`src/logic/mfsf_pkg.sv`:
```
`default_nettype none
package mfsf_pkg;
    // ==========================================================
    // Register map.
    localparam logic [7:0] MFSF_ADDR_PRIMARY = 8'h41;
    localparam logic [7:0] MFSF_ADDR_SECONDARY = 8'h42;
    localparam logic [7:0] MFSF_RESET_VALUE = 8'h00;
    // ==========================================================
    // Field positions, primary register.
    localparam int MFSF_P_V25 = 0;
    localparam int MFSF_P_CORE = 1;
    localparam int MFSF_P_V33 = 2;
    localparam int MFSF_P_V5 = 3;
    localparam int MFSF_P_ZONE1 = 4;
    localparam int MFSF_P_ZONE2 = 5;
    localparam int MFSF_P_ZONE3 = 6;
    localparam int MFSF_P_SUMMARY = 7;
    // Field positions, secondary register.
    localparam int MFSF_S_V12 = 0;
    localparam int MFSF_S_RSVD = 1;
    localparam int MFSF_S_FAN_LO = 2;
    localparam int MFSF_S_DIODE1 = 6;
    localparam int MFSF_S_DIODE2 = 7;
    // ==========================================================
    // Channel counts.
    localparam int MFSF_NUM_VOLT = 5;
    localparam int MFSF_NUM_FAN = 4;
    localparam int MFSF_NUM_ZONE = 3;
endpackage
`default_nettype wire

```
`src/logic/mfsf_flag_if.sv`:
```
`default_nettype none
// Carries live fault conditions and strobe-gated fault sets into the flag store.
interface mfsf_flag_if;
    logic [7:0] primary_set;
    logic [7:0] primary_live;
    logic [7:0] secondary_set;
    logic [7:0] secondary_live;
    modport src (output primary_set, output primary_live, output secondary_set, output secondary_live);
    modport dst (input primary_set, input primary_live, input secondary_set, input secondary_live);
endinterface
`default_nettype wire

```
`src/logic/mfsf_flag_store.sv`:
```
`default_nettype none
// Two 8-bit sticky flag registers with clear-on-read of vanished faults.
module mfsf_flag_store
    import mfsf_pkg::*;
(
    input wire logic clock,
    input wire logic resetn,
    mfsf_flag_if.dst flags,
    input wire logic clr_primary,
    input wire logic clr_secondary,
    output logic [7:0] primary_r,
    output logic [7:0] secondary_r
);
    logic [7:0] sec_nxt;

    // ==========================================================
    // Secondary register; reserved bit forced to zero.
    always_comb begin
        sec_nxt = clr_secondary ? (secondary_r & flags.secondary_live) : secondary_r;
        sec_nxt = sec_nxt | flags.secondary_set;
        sec_nxt[MFSF_S_RSVD] = 1'b0;
    end

    always_ff @(posedge clock) begin
        if (!resetn) begin
            secondary_r <= MFSF_RESET_VALUE;
        end else begin
            secondary_r <= sec_nxt;
        end
    end

    // ==========================================================
    // Primary register; set wins over the clear so no event is lost.
    always_ff @(posedge clock) begin
        if (!resetn) begin
            primary_r <= MFSF_RESET_VALUE;
        end else begin
            primary_r <= (clr_primary ? (primary_r & flags.primary_live) : primary_r) | flags.primary_set;
        end
    end
endmodule
`default_nettype wire

```
`src/logic/mfsf_status.sv`:
```
`default_nettype none
module mfsf_status
    import mfsf_pkg::*;
(
    input wire logic clock,
    input wire logic resetn,
    input wire logic [39:0] volt_reading,
    input wire logic [39:0] volt_low_limit,
    input wire logic [39:0] volt_high_limit,
    input wire logic [4:0] volt_done,
    input wire logic [23:0] temp_reading,
    input wire logic [23:0] temp_low_limit,
    input wire logic [23:0] temp_high_limit,
    input wire logic [2:0] temp_done,
    input wire logic [63:0] tacho_reading,
    input wire logic [63:0] tacho_min_limit,
    input wire logic [3:0] tacho_done,
    input wire logic remote_diode_one_fault,
    input wire logic remote_diode_two_fault,
    input wire logic [7:0] reg_addr,
    input wire logic reg_read_done,
    input wire logic reg_write,
    input wire logic [7:0] reg_wdata,
    output logic [7:0] reg_rdata
);
    mfsf_flag_if fl();
    logic [7:0] primary_r;
    logic [7:0] secondary_r;
    wire logic [3:0] volt_fault;
    wire logic [2:0] zone_fault;
    wire logic [3:0] fan_fault;
    logic v12_fault;
    logic zone_one_temp_flag;
    logic zone_two_temp_flag;
    logic zone_three_temp_flag;
    logic secondary_any;
    logic clr_primary_hit;
    logic clr_secondary_hit;
    logic [7:0] rdata_nxt;
    logic unused_write;

    // ==========================================================
    // Overview.
    // Each flag is a sticky bit: a fault reported on an edge sets it, and only a completed
    // host read of its register can drop it again, and then only if the fault has gone.
    // Faults that still stand when the read finishes stay set, so software that clears
    // and re-reads sees a persistent fault twice rather than losing it.
    // The block has no write path of its own; limits and readings arrive ready-made from
    // the measurement logic, and this block only compares, latches and reports.

    // ==========================================================
    // Lane map of the packed measurement buses.
    // Supply lanes are eight bits each: lane 0 is the 2.5V input, lane 1 the core supply,
    // lane 2 the 3.3V input, lane 3 the 5V input and lane 4 the 12V input.
    // Temperature lanes are eight-bit signed values: lane 0 is remote diode one against the
    // zone one window, lane 1 the die sensor against zone two, and lane 2 remote diode two
    // against zone three.
    // Tachometer lanes are sixteen bits wide, fan one in lane 0; a longer period means a
    // slower fan, so a reading above the minimum-speed limit marks a stall.
    // Each done bit pulses for one cycle when the matching result is stored; a window
    // compare only sets its flag in that cycle, so a stale reading left on the bus between
    // conversions cannot raise a flag on its own.
    // The diode fault inputs are levels from the analogue front end and set their flags
    // on every edge while they stand.

    // ==========================================================
    // Helper functions.
    // Window test shared by supplies 0..3: the low limit is inclusive, so a reading that
    // sits exactly on its low limit already counts as a fault.
    function automatic logic win_incl(input logic [7:0] v, input logic [7:0] lo, input logic [7:0] hi);
        return (v <= lo) || (v > hi);
    endfunction

    // Address decode, shared by both clear strobes so that they always agree with the
    // read mux on which register a host access touches.
    function automatic logic addr_is(input logic [7:0] addr, input logic [7:0] target);
        return addr == target;
    endfunction

    // ==========================================================
    // Channel compares.
    // Zone order: 0 = diode one, 1 = die, 2 = diode two; diode-two low compare uses its own
    // zone limit since the shared-limit wording reads as a slip.
    // Supplies and fans are unsigned codes while temperatures are signed; an unsigned
    // compare would turn a reading below zero into a large code and miss a cold fault.
    genvar g;
    generate
        for (g = 0; g < MFSF_NUM_VOLT - 1; g++) begin : g_volt
            assign volt_fault[g] = win_incl(volt_reading[g*8 +: 8], volt_low_limit[g*8 +: 8],
                                            volt_high_limit[g*8 +: 8]);
        end
        for (g = 0; g < MFSF_NUM_ZONE; g++) begin : g_zone
            assign zone_fault[g] = ($signed(temp_reading[g*8 +: 8]) <= $signed(temp_low_limit[g*8 +: 8])) ||
                                   ($signed(temp_reading[g*8 +: 8]) > $signed(temp_high_limit[g*8 +: 8]));
        end
        for (g = 0; g < MFSF_NUM_FAN; g++) begin : g_fan
            assign fan_fault[g] = tacho_reading[g*16 +: 16] > tacho_min_limit[g*16 +: 16];
        end
    endgenerate

    // The 12V window is strict at both ends, unlike the other supplies.
    assign v12_fault = (volt_reading[39:32] < volt_low_limit[39:32]) ||
                       (volt_reading[39:32] > volt_high_limit[39:32]);

    // ==========================================================
    // Zone flags fold in the diode faults.
    // An open or shorted diode gives a meaningless reading, so its zone is flagged
    // whatever the compare says.
    assign zone_one_temp_flag = zone_fault[0] || remote_diode_one_fault;
    assign zone_two_temp_flag = zone_fault[1];
    assign zone_three_temp_flag = zone_fault[2] || remote_diode_two_fault;

    // ==========================================================
    // Secondary conditions; a diode fault is always live, not strobed.
    // The live vector says which faults still stand and so decides what a read may clear;
    // the set vector says which faults are being reported on this edge.
    always_comb begin
        fl.secondary_live = 8'h00;
        fl.secondary_live[MFSF_S_V12] = v12_fault;
        fl.secondary_live[MFSF_S_FAN_LO +: 4] = fan_fault;
        fl.secondary_live[MFSF_S_DIODE1] = remote_diode_one_fault;
        fl.secondary_live[MFSF_S_DIODE2] = remote_diode_two_fault;
        fl.secondary_set = 8'h00;
        fl.secondary_set[MFSF_S_V12] = v12_fault && volt_done[4];
        fl.secondary_set[MFSF_S_FAN_LO +: 4] = fan_fault & tacho_done;
        fl.secondary_set[MFSF_S_DIODE1] = remote_diode_one_fault;
        fl.secondary_set[MFSF_S_DIODE2] = remote_diode_two_fault;
    end

    // Summary of the secondary register: content already held or set on this edge.
    // Looking at the pending sets too keeps bit seven from lagging the first secondary
    // fault by a cycle, so a host that reads the primary register first never misses it.
    assign secondary_any = |(secondary_r | fl.secondary_set);

    // ==========================================================
    // Primary conditions, one line per field.
    // The summary bit is both set and kept live by the secondary content, so a primary
    // read can only drop it once the secondary register itself has been emptied.
    always_comb begin
        fl.primary_live = 8'h00;
        fl.primary_live[MFSF_P_V25] = volt_fault[0];
        fl.primary_live[MFSF_P_CORE] = volt_fault[1];
        fl.primary_live[MFSF_P_V33] = volt_fault[2];
        fl.primary_live[MFSF_P_V5] = volt_fault[3];
        fl.primary_live[MFSF_P_ZONE1] = zone_one_temp_flag;
        fl.primary_live[MFSF_P_ZONE2] = zone_two_temp_flag;
        fl.primary_live[MFSF_P_ZONE3] = zone_three_temp_flag;
        fl.primary_live[MFSF_P_SUMMARY] = secondary_any;
        fl.primary_set = 8'h00;
        fl.primary_set[MFSF_P_V25] = volt_fault[0] && volt_done[0];
        fl.primary_set[MFSF_P_CORE] = volt_fault[1] && volt_done[1];
        fl.primary_set[MFSF_P_V33] = volt_fault[2] && volt_done[2];
        fl.primary_set[MFSF_P_V5] = volt_fault[3] && volt_done[3];
        fl.primary_set[MFSF_P_ZONE1] = (zone_fault[0] && temp_done[0]) || remote_diode_one_fault;
        fl.primary_set[MFSF_P_ZONE2] = zone_fault[1] && temp_done[1];
        fl.primary_set[MFSF_P_ZONE3] = (zone_fault[2] && temp_done[2]) || remote_diode_two_fault;
        fl.primary_set[MFSF_P_SUMMARY] = secondary_any;
    end

    // ==========================================================
    // Clear strobes. The host side pulses reg_read_done only once the last bit of the
    // byte has left the device, yet a flag set on the edge that loaded the byte can drop
    // unreported if its fault has gone; an event landing in the clear cycle itself is kept because the store lets a set win over
    // the clear.
    assign clr_primary_hit = reg_read_done && addr_is(reg_addr, MFSF_ADDR_PRIMARY);
    assign clr_secondary_hit = reg_read_done && addr_is(reg_addr, MFSF_ADDR_SECONDARY);

    // ==========================================================
    // Sticky store; set wins over clear in the same cycle.
    mfsf_flag_store u_store (
        .clock(clock),
        .resetn(resetn),
        .flags(fl),
        .clr_primary(clr_primary_hit),
        .clr_secondary(clr_secondary_hit),
        .primary_r(primary_r),
        .secondary_r(secondary_r)
    );

    // ==========================================================
    // Read mux. Addresses outside this block read as zero, so the mux can sit on a
    // shared read bus without a separate select.
    always_comb begin
        unique case (reg_addr)
            MFSF_ADDR_PRIMARY: rdata_nxt = primary_r;
            MFSF_ADDR_SECONDARY: rdata_nxt = secondary_r;
            default: rdata_nxt = 8'h00;
        endcase
    end

    // Read data are registered, so reg_rdata shows the register addressed one edge earlier.
    // A flag set on that same edge shows on the next read instead, unless its fault has gone
    // by the edge where this read's clear lands, which then drops it unreported.
    always_ff @(posedge clock) begin
        if (!resetn) begin
            reg_rdata <= MFSF_RESET_VALUE;
        end else begin
            reg_rdata <= rdata_nxt;
        end
    end

    // ==========================================================
    // Write path. Both status registers are read only, so a write strobe and its data are
    // accepted by the bus and then dropped here; nothing but a fault or a completed read
    // can change a flag. The unused inputs are folded into one sink so they stay visibly
    // consumed rather than dangling.
    assign unused_write = reg_write ^ (|reg_wdata);
endmodule
`default_nettype wire

```
`config.mk`:
```
export PLATFORM = sky130hd
export DESIGN_NAME = mfsf_status
export DESIGN_NICKNAME = d
export VERILOG_FILES = /design/src/logic/mfsf_pkg.sv /design/src/logic/mfsf_flag_if.sv /design/src/logic/mfsf_flag_store.sv /design/src/logic/mfsf_status.sv
export SDC_FILE = /design/constraint.sdc
export NUM_CORES = 1
export LEC_CHECK = 0
export BUFFER_PORTS_ARGS = -buffer_cell sky130_fd_sc_hd__buf_2
export CAP_MARGIN = 20
export CORE_AREA = 3 3 141 143
export CTS_CLUSTER_SIZE = 25
export DETAILED_ROUTE_END_ITERATION = 7
export DIE_AREA = 0 0 144 146
export PLACE_DENSITY_LB_ADDON = 0.05
export RECOVER_POWER = 100
export SLEW_MARGIN = 20
export SYNTH_ARGS = -nofsm -noshare
export SYNTH_HDL_FRONTEND = slang
export SYNTH_SLANG_ARGS = --single-unit
```
`constraint.sdc`:
```
create_clock -name clock -period 1.5 [get_ports clock]
set_input_delay 0 -clock clock [delete_from_list [all_inputs] [get_ports clock]]
set_output_delay 0 -clock clock [all_outputs]
set_load 0.02 [all_outputs]
```
==> out/qor.yml <==
syn_area_um2: 5648
std_cell_rows: 50
first_iter_violations: 121
crit_chain: "buf_2 -> inv_1 -> ha_4 -> a21oi_1 -> o21ai_1 -> a221o_1 -> o31a_1 -> nand2_1 -> a21boi_2 -> a41oi_2"
slew_violations: 0
tritoncts: "built"
fillers: 2001
status: "complete, no violations"
grt_max_degree: 15
finalWorstPathRequiredPeriod_ns: 1.452
startpoint_type: "input pin"
power_density_nw_per_um2: 382.9
synthSimpleGateAreaFrac_pct: 15.86
place_area_um2: 8119
fin_cells: 1399
area_delta_synth_final_pct: 52.17
seq_power_share_pct: 20.8
antenna_left: 0
leakage_uw: 0.005027
hpwl_mm: 18.08
final_common_cell: "buf_2"
core_um2: 18710
seq_area_frac_synth_pct: 8.152
cts_buffers: 3
synthMuxAreaShare_pct: 0
fin_skew_ns: 0.002438
final_area_um2: 8594
start_util_pct: 30.19
clk_pin_slew_ns: 0.06
drt_first_pass_iters: 4
finalCritPeriodShare_pct: 96.81
first_global_vias: 6373
drc_errors: 0
maxCapViolCount: 0
synth_top_family_by_area: "adder cells"
hold_viol_final: 0
synth_edf_count: 0
die_y_um: 146
io_pins: 362
syn_inst: 757
synth-xor-area-share_pct: 0
ys_ff_latch: 23
path_class: "input pin to flip-flop"
p_clk_share_pct: 17.8
cts.sinks: 23
cts.path.max_buffers: 2
worst-path-buf-inv: 2
wl_mm: 19.80
h-tree-depth: 1
power_uw: 3291
cp-end-kind: "flip-flop"
grt_overflow: 0
cts_root_buf: "clkbuf_16"
tightest_slew_ns: 0.4494
worstPathArrival_ns: 1.57
async_flop_share_pct: 0
clock.fmax_mhz: 688.6
yosysUniqueCellTypes: 47
synth-compound-area-share_pct: 20.78
hold_class: "input pin to flip-flop"
synth-main-ff-cell: "dfxtp_1"
route.vias.total: 6415
synth_area_per_cell_um2: 7.461
grt_use_total_pct: 17.51
layout-drive-gt1-share_pct: 38.92
maxSlewHeadroom_pct: 70.01
switchingPower_uw: 1186
switching_share_pct: 36.04
critPathSlowestCell: "a221o_1"
die_area_um2: 21020
p_int_uw: 2105
nNetsFinal: 1710
final_cell_mix: "buf_2 (331), inv_1 (181), ha_1 (171)"
clk_latency_ns: 0.25
place.gp.congestion: 0.8774
synth_nets: 1302
drt-vias-per-instance: 4.585
required_ns: 1.62
p_comb_share_pct: 61.4
grt_pass1_wl_mm: 30.25
port_buffers: 352
ys_warn_count: 0
critPathTopFamily: "compound AO/OA/AOI/OAI gates"
antenna_found_initial: 1
wl_per_cell_um: 14.15
finalSetupViolCount: 0
synth_fa_ha_area_share_pct: 42.31
rsz0062_at_grt: "true"
fp.dieW_um: 144
irDropWorstVdd_uv: 346.4
crit_fanout: 2
dp.cells: 1388
slowest_delay_ns: 0.34
power by group through the flow:
stage / clock network (uW) / registers, uW / logic (uW)
6_report: 585 / 684 / 2020
5_1_grt: 644 / 689 / 2350
4_1_cts: 613 / 684 / 1950
3_5_place_dp: 0 / 698 / 1900
3_3_place_gp: 0 / 698 / 1900
2_1_floorplan: 0 / 682 / 1020
per-layer routing:
layer  wire (um)  track usage [%]  vias up  part of all wire (%)
met4         140            1.930        0                  0.71
met2       10180            33.47      194                    51
li1            -                -     3465                     -
met1        7988            20.51     2748                    40
met5           0                0        -                     0
met3        1483            3.286        8                   7.5
state kept, by name (all words and copies together) (netlist names):
signal and cells:
reg_rdata 8, u_store.primary_r 8, u_store.secondary_r 7
per-stage QoR:
step	hold WS [ns]	util, %	setup TNS, ns	setup slack (ns)
final	0.008409	45.95	0	0.04781
after detailed placement	0.2372	43.40	-2.847	-0.4097
after global placement	0.2418	43.40	-2.671	-0.4002
after floorplan	0.1174	-	0	0.001856
after global routing	0.004179	45.95	-0.1058	-0.05196
after CTS	0.0007046	44.73	-0.004153	-0.004153
timing repair:
| item | in CTS | in global routing |
|---|---|---|
| hold buffers | 1 | 0 |
| resized for setup | 18 | 47 |
| pin swaps | 16 | 30 |
| setup buffers | 5 | 1 |
| hold endpoints to repair | 1 | 0 |
| endpoints found under the setup margin | 5 | 8 |
worst register-to-register path, delay by kind of cell, from the launching register on:
kind,cells,cell delay (ns)
AOI/OAI and AO/OA,1,0.11
and+or+nand+nor,2,0.52
DFF,1,0.36
layout make-up:
| type | instances | area [um2] | share of cell area [%] |
|---|---|---|---|
| Sequential cell | 23 | 460.4 | 5.357 |
| Multi-Input combinational cell | 540 | 4826 | 56.15 |
| Tap cell | 234 | 292.8 | 3.407 |
| Antenna cell | 1 | 2.502 | 0.02912 |
| Clock buffer | 3 | 75.07 | 0.8735 |
| Inverter | 192 | 738.2 | 8.589 |
| Timing Repair Buffer | 405 | 2195 | 25.53 |
| Clock inverter | 1 | 5.005 | 0.05823 |
logic make-up after synthesis:
kind of cell / after synthesis
buffers and inverters: 194
AND/OR/NAND/NOR: 165
flip-flops: 23
adder cells (fa/ha/maj): 191
AO/OA/AOI/OAI: 184
Yosys cell counts (all sizes together) (6+ instances only):
| library cell | n | area share (%) |
|---|---|---|
| dfxtp | 23 | 8.2 |
| ha | 191 | 42 |
| nand2 | 34 | 2.4 |
| nor2 | 32 | 2.1 |
| a22oi | 8 | 1.1 |
| a21o | 14 | 1.9 |
| o21a | 22 | 2.9 |
| nand4 | 28 | 3.1 |
| a31oi | 6 | 0.66 |
| nor3 | 9 | 0.80 |
| nand3 | 19 | 1.7 |
| inv | 192 | 13 |
| o21ai | 37 | 3.3 |
| a21oi | 58 | 5.1 |
| nor2b | 17 | 1.9 |
worst paths after layout:
kind / slack [ns] / end / cells after the start / start
worst max-delay path: 0.05 / u_store.primary_r[7]$_SDFF_PN0_ / 10 / tacho_min_limit[55]
worst max register to register: 0.39 / u_store.primary_r[7]$_SDFF_PN0_ / 3 / u_store.secondary_r[5]$_SDFF_PN0_
worst min-delay path: 0.008 / u_store.secondary_r[3]$_SDFF_PN0_ / 3 / tacho_done[1]
worst min register to register: 0.50 / u_store.secondary_r[0]$_SDFF_PN0_ / 2 / u_store.secondary_r[0]$_SDFF_PN0_
No activity file was read; power rests on OpenSTA's default activity.
